--- src/rtl/dcs_pkg.sv ---
// Constants shared by the current DAC code staging block.
package dcs_pkg;
  localparam int ADDR_W = 5;
  localparam int DATA_W = 8;
  localparam int CODE_W = 10;
  localparam int LOW_W = 2;
  localparam int MUX_W = 5;
  localparam logic [4:0] ADDR_CODE_HIGH = 5'h0e;
  localparam logic [4:0] ADDR_CODE_LOW = 5'h0f;
  localparam logic [7:0] HIGH_RESET = 8'h00;
  localparam logic [1:0] LOW_RESET = 2'h0;
  localparam logic [9:0] CODE_RESET = 10'h000;
  localparam logic [7:0] READ_ZERO = 8'h00;
  localparam logic [10:0] FULL_SCALE = 11'h400;
  localparam logic [4:0] MUX_CODE_MAX = 5'h1f;
endpackage

--- src/rtl/dcs_ctrl_if.sv ---
// Interface carrying the applied code and mode controls to the output stage.
`timescale 1ns/1ps
interface dcs_ctrl_if;
  logic [9:0] code;
  logic enable;
  logic use_dac_for_mux;
  modport src (output code, output enable, output use_dac_for_mux);
  modport sink (input code, input enable, input use_dac_for_mux);
endinterface

--- src/rtl/dcs_top.sv ---
// Register staging and application of the 10-bit current DAC code.
`timescale 1ns/1ps
module dcs_top (
  input wire logic core_clk,
  input wire logic srst,
  input wire logic [4:0] reg_addr,
  input wire logic [7:0] reg_wdata,
  input wire logic reg_wr,
  input wire logic reg_rd,
  output logic [7:0] reg_rdata,
  input wire logic dac_enable,
  input wire logic mux_source_select,
  output logic [9:0] dac_code,
  output logic dac_power_down,
  output logic small_source_enable,
  output logic mux_from_dac,
  output logic [9:0] dac_p_level,
  output logic [10:0] dac_n_level,
  output logic [4:0] mux_current_code
);

  logic [7:0] high_reg, high_next;
  logic [1:0] low_reg, low_next;
  logic [9:0] code_reg, code_next;
  logic [7:0] rdata_reg, rdata_next;
  logic wr_high, wr_low;

  dcs_ctrl_if ctrl_bus ();

  // -------------------------------------------------------------------------
  // Address decoding
  // -------------------------------------------------------------------------
  // One match function serves the write strobes and the read multiplexer.
  function automatic logic addr_hit(input logic [4:0] addr,
    input logic [4:0] target);
    return addr == target;
  endfunction

  // -------------------------------------------------------------------------
  // Register writes and code application
  // -------------------------------------------------------------------------
  assign wr_high = reg_wr && addr_hit(reg_addr, dcs_pkg::ADDR_CODE_HIGH);
  assign wr_low = reg_wr && addr_hit(reg_addr, dcs_pkg::ADDR_CODE_LOW);

  always_comb begin
    high_next = high_reg;
    low_next = low_reg;
    code_next = code_reg;
    if (wr_low) begin
      low_next = reg_wdata[1:0];
    end
    if (wr_high) begin
      high_next = reg_wdata;
      code_next = {reg_wdata, low_reg};
    end
  end

  // -------------------------------------------------------------------------
  // Register reads
  // -------------------------------------------------------------------------
  always_comb begin
    rdata_next = rdata_reg;
    if (reg_rd) begin
      if (addr_hit(reg_addr, dcs_pkg::ADDR_CODE_HIGH)) begin
        rdata_next = high_reg;
      end else if (addr_hit(reg_addr, dcs_pkg::ADDR_CODE_LOW)) begin
        rdata_next = {6'h00, low_reg};
      end else begin
        rdata_next = dcs_pkg::READ_ZERO;
      end
    end
  end

  always_ff @(posedge core_clk) begin
    if (srst) begin
      high_reg <= dcs_pkg::HIGH_RESET;
      low_reg <= dcs_pkg::LOW_RESET;
      code_reg <= dcs_pkg::CODE_RESET;
      rdata_reg <= dcs_pkg::READ_ZERO;
    end else begin
      high_reg <= high_next;
      low_reg <= low_next;
      code_reg <= code_next;
      rdata_reg <= rdata_next;
    end
  end

  assign reg_rdata = rdata_reg;
  assign dac_code = code_reg;

  // -------------------------------------------------------------------------
  // Output stage
  // -------------------------------------------------------------------------
  assign ctrl_bus.code = code_reg;
  assign ctrl_bus.enable = dac_enable;
  assign ctrl_bus.use_dac_for_mux = mux_source_select;

  dcs_output_stage u_output_stage (
    .core_clk(core_clk),
    .srst(srst),
    .ctrl(ctrl_bus.sink),
    .dac_power_down(dac_power_down),
    .small_source_enable(small_source_enable),
    .mux_from_dac(mux_from_dac),
    .dac_p_level(dac_p_level),
    .dac_n_level(dac_n_level),
    .mux_current_code(mux_current_code)
  );

  // -------------------------------------------------------------------------
  // Assertions
  // -------------------------------------------------------------------------
  property p_high_applies;
    @(posedge core_clk) disable iff (srst)
    wr_high |=> dac_code == {$past(reg_wdata), $past(low_reg)};
  endproperty
  a_high_applies: assert property (p_high_applies)
    else $error("High write did not apply the combined code.");

  property p_low_stores;
    @(posedge core_clk) disable iff (srst)
    wr_low && !wr_high |=> low_reg == $past(reg_wdata[1:0])
      && $stable(dac_code);
  endproperty
  a_low_stores: assert property (p_low_stores)
    else $error("Low write stored wrong bits or moved the code.");

  property p_low_reads_zero;
    @(posedge core_clk) disable iff (srst)
    reg_rd && reg_addr == dcs_pkg::ADDR_CODE_LOW |=>
      reg_rdata[7:2] == 6'h00 && reg_rdata[1:0] == $past(low_reg);
  endproperty
  a_low_reads_zero: assert property (p_low_reads_zero)
    else $error("Low register read back wrong value.");

  property p_high_reads;
    @(posedge core_clk) disable iff (srst)
    reg_rd && reg_addr == dcs_pkg::ADDR_CODE_HIGH |=>
      reg_rdata == $past(high_reg) && $past(dac_code[9:2]) == reg_rdata;
  endproperty
  a_high_reads: assert property (p_high_reads)
    else $error("High register read does not match the code.");

  property p_reset_clears;
    @(posedge core_clk)
    srst |=> high_reg == 8'h00 && low_reg == 2'h0 && dac_code == 10'h000;
  endproperty
  a_reset_clears: assert property (p_reset_clears)
    else $error("Code registers not cleared by reset.");

  property p_low_persists;
    @(posedge core_clk) disable iff (srst)
    !wr_low ##1 wr_high |=> dac_code[1:0] == $past(low_reg, 2);
  endproperty
  a_low_persists: assert property (p_low_persists)
    else $error("Staged low bits changed without a low write.");

  property p_code_holds;
    @(posedge core_clk) disable iff (srst)
    !wr_high |=> $stable(dac_code);
  endproperty
  a_code_holds: assert property (p_code_holds)
    else $error("Applied code moved without a high write.");

  property p_high_holds;
    @(posedge core_clk) disable iff (srst)
    !wr_high |=> $stable(high_reg);
  endproperty
  a_high_holds: assert property (p_high_holds)
    else $error("High register moved without a high write.");

  property p_low_holds;
    @(posedge core_clk) disable iff (srst)
    !wr_low |=> $stable(low_reg);
  endproperty
  a_low_holds: assert property (p_low_holds)
    else $error("Staged low bits moved without a low write.");

  property p_levels_follow_code;
    @(posedge core_clk) disable iff (srst)
    dac_enable && !mux_source_select |=>
      dac_p_level == $past(dac_code)
      && dac_n_level == dcs_pkg::FULL_SCALE - {1'b0, $past(dac_code)};
  endproperty
  a_levels_follow_code: assert property (p_levels_follow_code)
    else $error("Output levels do not follow the applied code.");

  property p_power_down_pins;
    @(posedge core_clk) disable iff (srst)
    !dac_enable |=> dac_power_down && !mux_from_dac
      && dac_n_level == 11'h000;
  endproperty
  a_power_down_pins: assert property (p_power_down_pins)
    else $error("Converter outputs active while powered down.");

  property p_pins_idle_in_mux;
    @(posedge core_clk) disable iff (srst)
    mux_source_select |=> !small_source_enable
      && dac_p_level == 10'h000 && dac_n_level == 11'h000;
  endproperty
  a_pins_idle_in_mux: assert property (p_pins_idle_in_mux)
    else $error("Output pins driven while the converter feeds the mux.");

  property p_general_purpose;
    @(posedge core_clk) disable iff (srst)
    dac_enable && !mux_source_select |=> small_source_enable
      && !mux_from_dac && !dac_power_down && mux_current_code == 5'h00;
  endproperty
  a_general_purpose: assert property (p_general_purpose)
    else $error("Converter not freed for the output pins.");
endmodule

--- src/rtl/dcs_output_stage.sv ---
// Output stage: power down, source routing and output level computation.
`timescale 1ns/1ps
module dcs_output_stage (
  input wire logic core_clk,
  input wire logic srst,
  dcs_ctrl_if.sink ctrl,
  output logic dac_power_down,
  output logic small_source_enable,
  output logic mux_from_dac,
  output logic [9:0] dac_p_level,
  output logic [10:0] dac_n_level,
  output logic [4:0] mux_current_code
);

  logic power_down_reg, power_down_next;
  logic small_src_reg, small_src_next;
  logic mux_dac_reg, mux_dac_next;
  logic [9:0] p_reg, p_next;
  logic [10:0] n_reg, n_next;
  logic [4:0] mux_reg, mux_next;

  // -------------------------------------------------------------------------
  // Next-state computation
  // -------------------------------------------------------------------------
  always_comb begin
    power_down_next = !ctrl.enable;
    small_src_next = !ctrl.use_dac_for_mux;
    mux_dac_next = ctrl.use_dac_for_mux && ctrl.enable;
    p_next = 10'h000;
    n_next = 11'h000;
    mux_next = 5'h00;
    if (ctrl.enable && !ctrl.use_dac_for_mux) begin
      // True output tracks the code, complement tracks full scale minus code.
      p_next = ctrl.code;
      n_next = dcs_pkg::FULL_SCALE - {1'b0, ctrl.code};
    end else if (ctrl.enable) begin
      // Codes above the usable range saturate at MUX_CODE_MAX.
      if (ctrl.code > {5'h00, dcs_pkg::MUX_CODE_MAX}) begin
        mux_next = dcs_pkg::MUX_CODE_MAX;
      end else begin
        mux_next = ctrl.code[4:0];
      end
    end
  end

  // -------------------------------------------------------------------------
  // State registers
  // -------------------------------------------------------------------------
  always_ff @(posedge core_clk) begin
    if (srst) begin
      power_down_reg <= 1'b1;
      small_src_reg <= 1'b1;
      mux_dac_reg <= 1'b0;
      p_reg <= 10'h000;
      n_reg <= 11'h000;
      mux_reg <= 5'h00;
    end else begin
      power_down_reg <= power_down_next;
      small_src_reg <= small_src_next;
      mux_dac_reg <= mux_dac_next;
      p_reg <= p_next;
      n_reg <= n_next;
      mux_reg <= mux_next;
    end
  end

  assign dac_power_down = power_down_reg;
  assign small_source_enable = small_src_reg;
  assign mux_from_dac = mux_dac_reg;
  assign dac_p_level = p_reg;
  assign dac_n_level = n_reg;
  assign mux_current_code = mux_reg;

  // -------------------------------------------------------------------------
  // Assertions
  // -------------------------------------------------------------------------
  property p_power_down;
    @(posedge core_clk) disable iff (srst)
    !ctrl.enable |=> dac_power_down && dac_p_level == 10'h000
      && mux_current_code == 5'h00;
  endproperty
  a_power_down: assert property (p_power_down)
    else $error("Converter not powered down while disabled.");

  property p_small_source;
    @(posedge core_clk) disable iff (srst)
    !ctrl.use_dac_for_mux |=> small_source_enable && !mux_from_dac;
  endproperty
  a_small_source: assert property (p_small_source)
    else $error("Small source not selected for the multiplexer.");

  property p_dac_source;
    @(posedge core_clk) disable iff (srst)
    ctrl.use_dac_for_mux && ctrl.enable |=> !small_source_enable
      && mux_from_dac && dac_p_level == 10'h000;
  endproperty
  a_dac_source: assert property (p_dac_source)
    else $error("Converter not routed to the multiplexer.");

  property p_complement;
    @(posedge core_clk) disable iff (srst)
    ctrl.enable && !ctrl.use_dac_for_mux |=>
      dac_p_level == $past(ctrl.code)
      && ({1'b0, dac_p_level} + dac_n_level) == dcs_pkg::FULL_SCALE;
  endproperty
  a_complement: assert property (p_complement)
    else $error("Complementary levels do not sum to full scale.");

  property p_mux_scale;
    @(posedge core_clk) disable iff (srst)
    ctrl.enable && ctrl.use_dac_for_mux && ctrl.code < 10'h020 |=>
      mux_current_code == $past(ctrl.code[4:0]);
  endproperty
  a_mux_scale: assert property (p_mux_scale)
    else $error("Multiplexer current does not follow the code.");
endmodule

--- config.mk ---
export PLATFORM = sky130hd
export DESIGN_NAME = dcs_top
export DESIGN_NICKNAME = d
export VERILOG_FILES = /design/src/rtl/dcs_pkg.sv /design/src/rtl/dcs_ctrl_if.sv /design/src/rtl/dcs_top.sv /design/src/rtl/dcs_output_stage.sv
export SDC_FILE = /design/constraint.sdc
export NUM_CORES = 1
export LEC_CHECK = 0
export BUFFER_PORTS_ARGS = -buffer_cell sky130_fd_sc_hd__buf_4
export CORE_ASPECT_RATIO = 1.75
export CORE_UTILIZATION = 45
export DETAILED_ROUTE_END_ITERATION = 7
export PLACE_DENSITY = 0.83
export SYNTH_ARGS = -nofsm -noshare
export SYNTH_HDL_FRONTEND = slang
export SYNTH_SLANG_ARGS = --single-unit
--- constraint.sdc ---
create_clock -name core_clk -period 4.28 [get_ports core_clk]
set_clock_uncertainty 0.15 [all_clocks]
set_input_delay 0.856 -clock core_clk [delete_from_list [all_inputs] [get_ports core_clk]]
set_output_delay 0.856 -clock core_clk [all_outputs]
set_load 0.03 [all_outputs]
* Word-level counts from Yosys, hierarchy flattened *
Cells that the tools add are included.

storage, ports and cells
  bits in registers = 57
  bits in latches = 0
  RAM bits = 0
  memory bits (read-only) = 0
  input port bits = 19
  output and inout port bits = 47
  word-level logic and storage cells = 27
  memories = 0

operators by class
  add/subtract/negate cells = 1
  $mul = 0
  divide/modulo/power cells = 0
  $lt $le $gt $ge = 1
  equality and inequality tests = 2
  shifts and indexed selects = 0
  mux-type cells = 3
  bitwise logic cells = 2
  reduce and logical (&&, ||, !) cells = 8

operators by type and width
  cell                                                 number
  subtractor 11 x 10 -> 11 bit, first input constant   1
  == test 5 x 4 -> 1 bit, second input constant        2
  > comparator 10 x 5 -> 1 bit, second input constant  1
  2-to-1 mux 8 bit                                     1
  2-to-1 mux 5 bit                                     1
  logical AND 1 bit                                    4
  OR reduction 3 bit                                   1
  logical NOT 1 bit                                    2
  2-to-1 mux 2 bit                                     1
  inverter 1 bit                                       2
  OR reduction 2 bit                                   1

* Depth between registers and ports, before layout *
Gate-level depths: netlist (run 1).

  depth in word-level cells = 4
  gate-level depth with buffers = 5
  depth with buffers taken out = 5

* Hierarchy *
Synthesis (run 1) repeated with hierarchy kept, for this count alone.

unflattened totals
  cells, all modules = 173
  area total of the unflattened synthesis = 1868.0 um^2

modules (own cells, without submodules)
  module            instances  cells an instance  area each (um^2)  sequential area each (um^2)
  dcs_output_stage  1          84                 968.4             560.5
  dcs_top           1          89                 899.6             400.4

* Worst setup path after synthesis (run 1) *
No wires, ideal clock.

  path type = register to register
  start = reg code_reg[0], in the netlist dac_code[0]
  end = reg u_output_stage.n_reg[8], in the netlist u_output_stage.dac_n_level[8]
  library setup time = 0.123 ns
  arrival = 1.927 ns
  data required time = 4.007 ns
  slack = 2.080 ns
  stages on the path, launching flop included = 6
  buffers on the path = 0
  period minus slack after synthesis = 2.200 ns
  path through = dfxtp_1 -> inv_1 -> ha_1 -> or4b_4 -> or4_1 -> mux2_1

between the ends
  word-level cells in the longest chain between the ends = 1

RTL lines
  what                          RTL line                RTL
  from (decl)                   dcs_top.sv:24           logic [9:0] code_reg, code_next;
  from (signal assigned)        dcs_top.sv:78           code_reg <= dcs_pkg::CODE_RESET;
  from (signal assigned)        dcs_top.sv:83           code_reg <= code_next;
  subtractor 11 x 10 -> 11 bit  dcs_output_stage.sv:35  n_next = dcs_pkg::FULL_SCALE - {1'b0, ctrl.code};
  to (signal assigned)          dcs_output_stage.sv:62  n_reg <= n_next;
  to (decl)                     dcs_output_stage.sv:19  logic [10:0] n_reg, n_next;

No other way between the ends.
A chain may end at the register's enable or synchronous reset.

* Worst setup path after layout (run 1) *
  start = reg code_reg[1], in the netlist dac_code[1]
  end = reg u_output_stage.n_reg[8], in the netlist u_output_stage.dac_n_level[8]

The elaborated chain is that of the path after synthesis.

==> results of run 1 <==
[critical path, stage by stage (launching register included)]
cell and delay (ns):
dfxtp_1 0.38, inv_1 0.10, ha_1 0.20, or4b_4 0.51, or4_1 0.45, mux2_1 0.32
[logic make-up after synthesis]
family,synth area share
flip-flops,0.5420
adder cells (fa/ha/maj),0.007056
buffers and inverters,0.04446
XOR/XNOR,0.009882
AO/OA/AOI/OAI,0.08468
multiplexers,0.06422
AND/OR/NAND/NOR,0.2477
[worst min-delay path by stage]
stage                                         start                        end  cells after the start
after floorplan             low_reg[0]$_SDFFE_PP0P_   dac_code[0]$_SDFFE_PP0P_                      2
after CTS                 reg_rdata[0]$_SDFFE_PP0P_  reg_rdata[0]$_SDFFE_PP0P_                      2
after global placement    reg_rdata[1]$_SDFFE_PP0P_  reg_rdata[1]$_SDFFE_PP0P_                      2
after detailed placement  reg_rdata[0]$_SDFFE_PP0P_  reg_rdata[0]$_SDFFE_PP0P_                      2
after global routing      reg_rdata[0]$_SDFFE_PP0P_  reg_rdata[0]$_SDFFE_PP0P_                      2
final                     reg_rdata[0]$_SDFFE_PP0P_  reg_rdata[0]$_SDFFE_PP0P_                      2
[power by group through the flow]
stage	logic (mW)	clock network, mW	registers [mW]
final	0.0479	0.270	0.451
after global routing	0.0516	0.297	0.452
after CTS	0.0481	0.276	0.451
after detailed placement	0.0481	0	0.462
after global placement	0.0473	0	0.462
after floorplan	0.0198	0	0.468
[Yosys cell counts (all sizes together), types with 3 or more instances]
| master | count |
|---|---|
| nor3 | 5 |
| mux2i | 8 |
| nand4b | 6 |
| dfxtp | 48 |
| and2 | 10 |
| nor2 | 15 |
| a32oi | 6 |
| mux2 | 3 |
| buf | 4 |
| o21a | 6 |
| inv | 5 |
| o21ai | 9 |
| nand2b | 16 |
| clkbuf | 7 |
[layer usage]
layer  part of all wire  vias up  global-route usage
li1                   -      712                   -
met1               0.37      631              0.1832
met2               0.54       54              0.3337
met3              0.053       11             0.03763
met4              0.031        0              0.1247
met5                  0        -                   0
[through the flow]
step / instance area [sq um] / utilization / setup WS [ns]
detailed placement: 2258 / 0.6102 / 1.788
CTS: 2351 / 0.6352 / 2.067
global placement: 2258 / 0.6102 / 1.821
finish: 2351 / 0.6352 / 2.068
floorplan: 1773 / - / 2.080
global route: 2351 / 0.6352 / 1.949
[layout make-up]
type / instances / share of cell area
clock buffer: 6 / 0.03513
clock inverter: 2 / 0.004258
inverter: 5 / 0.007983
multi-input combinational: 107 / 0.3119
sequential: 48 / 0.4087
tap: 46 / 0.02448
timing repair buffer: 65 / 0.2076
==> summary.md, run 1 <==
| Metric | Value |
|---|---|
| Layout area overhead | 32.60% |
| Sequential fraction of the synthesis area | 0.5420 |
| Placer Congestion | 0.7430 |
| Most frequent cells in the layout | buf_4 (65), dfxtp_1 (48), nand2b_1 (16) |
| Switching Share | 0.2181 |
| Ys Warns | 0 |
| Max Buffers Root-to-Sink | 2 |
| GRT overflow | 0 |
| Largest net degree at the start of global routing | 33 |
| Skew-Pair Late Insertion Delay | 0.30 ns |
| CP Data Required Time | 4.32 ns |
| Max reg flops | 11 |
| Clock network power share | 0.351 |
| Yosys top cell by area | dfxtp_1 |
| Slew margin rel. | 0.3751 |
| Via count | 1408 |
| Max-cap viol count | 0 |
| Hold_ws | 0.3261 ns |
| First-pass GRT wire length | 5851 microns |
| FF+latch count, synth | 48 |
| Fmax | 0.4520 GHz |
| CTS tree | built |
| Fin nets | 252 |
| Commonest non-fill, non-tap cell in the layout | buf_4 |
| Inserted Clock Buffers | 5 |
| # hold bufs at CTS | 0 |
| Drt via density | 5.047 |
| Multi-input gate area | 733.2 sq um |
| Top FF cell, synth | dfxtp_1 |
| IO Count | 66 |
| Asr flop ratio synth | 0 |
| Fin crit period | 2.212 ns |
| Peak supply drop | 246.4 uV |
| CP Capture Type | flip-flop |
| Non-Filler Instances | 279 |
| Num Clock Sinks | 48 |
| Critical path arrival | 2.25 ns |
| Core area | 3701 sq um |
| RSZ-0062 raised after global routing | no |
| Initial Util | 0.4790 |
| Port Buf Inserts | 65 |
| Hpwl dp | 2743 microns |
| PwrDens | 327.0 nW/um^2 |
| H-tree depth | 2 |
| Worst Setup SP | dac_code[1]$_SDFFE_PP0P_ |
| Seq pwr share | 0.587 |
| Die area | 4205 sq um |
| Logic pwr share | 0.062 |
| CP Max Fanout | 7 |
| Post-synth EDFFs | 0 |
| Run status | finished, final reports clean |
| Post_cts resized | 0 |
| Min-Delay Path Class | reg2reg |
| CP endpoint | u_output_stage.dac_n_level[8]$_SDFF_PP0_ |
| Antenna Violating Nets Remaining | 0 |
| Postcts setup bufs | 0 |
| First drt pass iteration count | 4 |
| Mapped Cells | 171 |
| Register area | 960.9 sq um |
| Reg2reg start | dac_code[1]$_SDFFE_PP0P_ |
| Least-Margin Pin Slew | 0.9354 ns |
| Number of DRC markers in iteration 0 | 16 |
| Antenna violations before repair | 0 |
| Syn Nets | 191 |
| Synthesized area | 1773 sq um |
| Final Hold Fails | 0 |
| Mean Syn Cell Area | 10.37 sq um |
| Switch Pwr | 0.1677 mW |
| Inst Count DP | 271 |
| Number of global-route vias before repair | 1312 |
| Row cnt | 29 |
| Root Driver | clkbuf_8 |
| Top post-synthesis cells by area | dfxtp_1 (54%), nand2b_1 (5.6%), mux2i_1 (4.5%), and2_1 (3.2%), nor2_1 (3.2%) |
| Setup crit start kind | flip-flop |
| Detailed Route WL | 3585 microns |
| Reg2reg setup slack | 2.07 ns |
| Layout cell share with drive strength beyond 1 | 0.3476 |
| Reg clk slew, reported paths | 0.08 ns |
| Setup_tns | 0 ns |
| Internal | 0.6011 mW |
| WL/cell | 12.85 microns |
| N_diodes | 0 |
| Synth unique cells | 35 |
| Drt drc | 0 |
| CP Class | reg2reg |
| Fillers | 342 |
| Final Power | 0.7688 mW |
| FF-to-FF End | u_output_stage.dac_n_level[8]$_SDFF_PP0_ |
| Final setup fails | 0 |
| Final period util | 0.5169 |
| Die X | 49.45 microns |
| Height of the die | 85.04 microns |
| Global Route Usage Sum | 0.1842 |
| Leak Pwr | 1.065 nW |
| Max-slew violations | 0 |
| Reg2Reg Depth | 5 |
| Post-synth top area share | 0.5420 |
Note: power is estimated with default switching activity, not from simulation.
==> inputs of run 2 (changes only) <==
Settings changed: ABC_AREA set to 1.
Clock period 4.28 ns to 2.1 ns, I/O delays scaled along.
==> run 2 against run 1 <==
Compared with the run above:
- sequential power is 110% higher
- global-route usage is 0.10 points higher
- clock-buffer cell count is 1 lower
- flip-flop and latch count stayed put
- cell count is 22% higher
- sequential share of layout area is 0.73 points lower
- synthesized area hardly changed
- routed wire length is 5.4% higher
- design area is 1.8% higher
- critical path type is now reg2out
- largest power group unchanged
- highest routed layer unchanged
==> summary.md, run 2 <==
| Metric | Value |
|---|---|
| Critical path's largest stage delay | 0.49 ns (was 0.51 ns) |
| First drt pass iteration count | 4 (unchanged) |
| Die area | 4208 sq um (was 4205 sq um) |
| Worst Min Path Start | srst (was reg_rdata[0]$_SDFFE_PP0P_) |
| Internal | 1.346 mW (was 0.6011 mW) |
| Reg clk slew, reported paths | 0.09 ns (was 0.08 ns) |
| Layout area overhead | 34.91% (was 32.60%) |
| Final instance area | 2394 sq um (was 2351 sq um) |
| Most frequent cell after synthesis | nor2_1 (was dfxtp_1) |
| First-pass GRT wire length | 5844 microns (was 5851 microns) |
| Clock network power share | 0.369 (was 0.351) |
| Fin crit period | 1.589 ns |
| XOR/XNOR share of the synthesized area | 0 (was 0.009880) |
| Yosys top cell by area | dfxtp_1 (unchanged) |
| Fin nets | 313 (was 252) |
| Final period util | 0.7564 |
| CP max-delay cell | dfxtp_1 (was or4b_4) |
| Slew margin rel. | 0.7591 (was 0.3751) |
| Antenna violations before repair | 0 (unchanged) |
| Setup crit start kind | flip-flop (unchanged) |
| Asr flop ratio synth | 0 (unchanged) |
| Synth unique cells | 22 (was 35) |
| GRT overflow | 0 (unchanged) |
| CP Data Required Time | 1.53 ns (was 4.32 ns) |
| CP Class | reg2out (was reg2reg) |
| Num Clock Sinks | 48 (unchanged) |
| Max Buffers Root-to-Sink | 2 (unchanged) |
| Ys Warns | 0 (unchanged) |
| Post-Synth Simple-Gate Area | 0.3018 (was 0.2477) |
| Placer Congestion | 0.8105 (was 0.7430) |
| Global Route Usage Sum | 0.1852 (was 0.1842) |
| Switching Share | 0.2331 (was 0.2181) |
| # hold bufs at CTS | 0 (unchanged) |
| Reg2reg start | dac_code[0]$_SDFFE_PP0P_ (was dac_code[1]$_SDFFE_PP0P_) |
| Worst hold stages | 2 (unchanged) |
| Least-Margin Pin Slew | 0.3610 ns (was 0.9354 ns) |
| Max reg flops | 11 (unchanged) |
| Post_cts resized | 0 (unchanged) |
| Final Power | 1.755 mW (was 0.7688 mW) |
| Setup_tns | 0 ns (unchanged) |
| Height of the die | 85.07 microns (was 85.04 microns) |
| Final setup fails | 0 (unchanged) |
| Top post-synthesis cells by area | dfxtp_1 (54%), nor2_1 (12%), nand2_1 (7.8%), nand3_1 (4.8%), a21oi_1 (4.5%) (was dfxtp_1 (54%), nand2b_1 (5.6%), mux2i_1 (4.5%), and2_1 (3.2%), nor2_1 (3.2%)) |
| Skew-Pair Late Insertion Delay | 0.30 ns (about the same) |
| WL/cell | 11.11 microns (was 12.85 microns) |
| Buf/Inv on CP | 1 (unchanged) |
| Hpwl dp | 2828 microns (was 2743 microns) |
| Worst Setup SP | high_reg[3]$_SDFFE_PP0P_ (was dac_code[1]$_SDFFE_PP0P_) |
| Drt via density | 4.741 (was 5.047) |
| Fmax | 0.6295 GHz |
| Initial Util | 0.4794 (was 0.4790) |
| Most frequent cells in the layout | buf_4 (67), nor2_1 (57), dfxtp_1 (48) (was buf_4 (65), dfxtp_1 (48), nand2b_1 (16)) |
| Sequential fraction of the synthesis area | 0.5416 (was 0.5420) |
| Min-Delay Path Class | in2reg (was reg2reg) |
| Number of DRC markers in iteration 0 | 56 (was 16) |
| Mean Syn Cell Area | 7.850 sq um (was 10.37 sq um) |
| Peak supply drop | 593.4 uV (was 246.4 uV) |
| H-tree depth | 2 (unchanged) |
| Root Driver | clkbuf_8 (unchanged) |
| Top FF cell, synth | dfxtp_1 (unchanged) |
| Row cnt | 29 (unchanged) |
| Seq pwr share | 0.534 (was 0.587) |
| CP Capture Type | output pin (was flip-flop) |
| PwrDens | 733.1 nW/um^2 (was 327.0 nW/um^2) |
| Run status | finished, final reports clean (unchanged) |
| Number of global-route vias before repair | 1320 (was 1312) |
| Main combinational cell family by area after synthesis | simple AND/OR/NAND/NOR gates (unchanged) |
| Largest net degree at the start of global routing | 21 (was 33) |
| IO Count | 66 (unchanged) |
| Synth top cells by count | nor2_1 (57), dfxtp_1 (48), nand2_1 (37) (was dfxtp_1 (48), nand2b_1 (16), nor2_1 (15)) |
| Die X | 49.47 microns (was 49.45 microns) |
| Post-synth top area share | 0.5416 (was 0.5420) |
| Critical path arrival | 1.02 ns (was 2.25 ns) |
| Fillers | 340 (was 342) |
| Detailed Route WL | 3778 microns (was 3585 microns) |
| Non-Filler Instances | 340 (was 279) |
| Postcts setup bufs | 0 (unchanged) |
| Inst Count DP | 332 (was 271) |
| Logic pwr share | 0.097 (was 0.062) |
| Layout cell share with drive strength beyond 1 | 0.2823 (was 0.3476) |
| Mux contribution to synthesized area | 0 (was 0.06422) |
| Post-synth EDFFs | 0 (unchanged) |
| Antenna Violating Nets Remaining | 0 (unchanged) |
| Port Buf Inserts | 65 (unchanged) |
| Core area | 3701 sq um (unchanged) |
| Synth Area in Compound Gates | 0.07334 (was 0.08469) |
| Via count | 1612 (was 1408) |
| Final Hold Fails | 0 (unchanged) |
| Synthesized area | 1774 sq um (was 1773 sq um) |
| WP depth | 1 (was 5) |
| Cell family with most CP delay | flip-flops (was simple AND/OR/NAND/NOR gates) |
| Final core occ | 0.6467 (was 0.6352) |
| FF+latch count, synth | 48 (unchanged) |
| Reg2Reg Depth | 6 (was 5) |
| N_diodes | 0 (unchanged) |
| Post-DP Area | 2282 sq um (was 2258 sq um) |
| Leak Pwr | 1.195 nW (was 1.065 nW) |
| Syn Nets | 246 (was 191) |
| Inserted Clock Buffers | 5 (unchanged) |
| Switch Pwr | 0.4091 mW (was 0.1677 mW) |
| Commonest non-fill, non-tap cell in the layout | buf_4 (unchanged) |
| Max-slew violations | 0 (unchanged) |
| RSZ-0062 raised after global routing | no (unchanged) |
| Max-cap viol count | 0 (unchanged) |
| Mapped Cells | 226 (was 171) |
| Drt drc | 0 (unchanged) |
| CP Cell Sequence | buf_4 (was inv_1 -> ha_1 -> or4b_4 -> or4_1 -> mux2_1) |
| Post-Synth Adder-Cell Area | 0.007052 (was 0.007057) |
| CP Max Fanout | 7 (unchanged) |
| CTS tree | built (unchanged) |
run 2: cell types whose count changed after synthesis, sizes merged, moves of 7 or more:
cell / change
nor2: +45
a21oi: +16
and2: -10
nand2b: -16
clkbuf: -7
mux2i: -8
nand2: +37
nand3: +17
inv: +17
run 2: area by class of cell:
cell class,count,area (sq um),share of cell area
multi-input cells,149,678.2,0.2833
repair buffers,67,503.0,0.2101
well taps,46,57.56,0.02405
clock inverters,3,42.54,0.01777
flip-flops and latches,48,960.9,0.4015
clock buffers,5,68.82,0.02875
inverters,22,82.58,0.03450
run 2: metrics by stage:
stage	setup WS [ns]	hold slack, ns
4_1_cts	0.5192	0.1750
3_5_place_dp	0.4836	0.3310
5_1_grt	0.4686	0.1678
6_report	0.5115	0.1749
3_3_place_gp	0.5199	0.3239
2_1_floorplan	0.6642	0.2981
run 2: cell families (layout without fill, tap and decap cells):
kind of cell,count (synthesis),in the layout
and+or+nand+nor,122,122
DFF,48,48
buffers and inverters,29,97
AOI/OAI and AO/OA,26,26
adders and majority gates,1,1
run 2: routing by layer:
metal	vias up	global-route usage	wire length, microns
met3	8	0.04659	210
met1	710	0.1953	1477
met5	-	0	0
met4	0	0.09351	72
met2	53	0.3325	2017
li1	841	-	-
run 2: worst paths after layout:
kind,endpoint,slack [ns]
setup / recovery,dac_code[5],0.51
setup reg to reg,u_output_stage.dac_n_level[8]$_SDFF_PP0_,0.66
hold / removal,low_reg[0]$_SDFFE_PP0P_,0.17
hold reg to reg,low_reg[0]$_SDFFE_PP0P_,0.34
run 2: power by group through the flow:
stage	clock [mW]	combinational (mW)	sequential [mW]
3_3_place_gp	0	0.169	0.958
6_report	0.647	0.171	0.937
2_1_floorplan	0	0.0639	0.992
5_1_grt	0.698	0.185	0.940
3_5_place_dp	0	0.171	0.958
4_1_cts	0.654	0.171	0.937
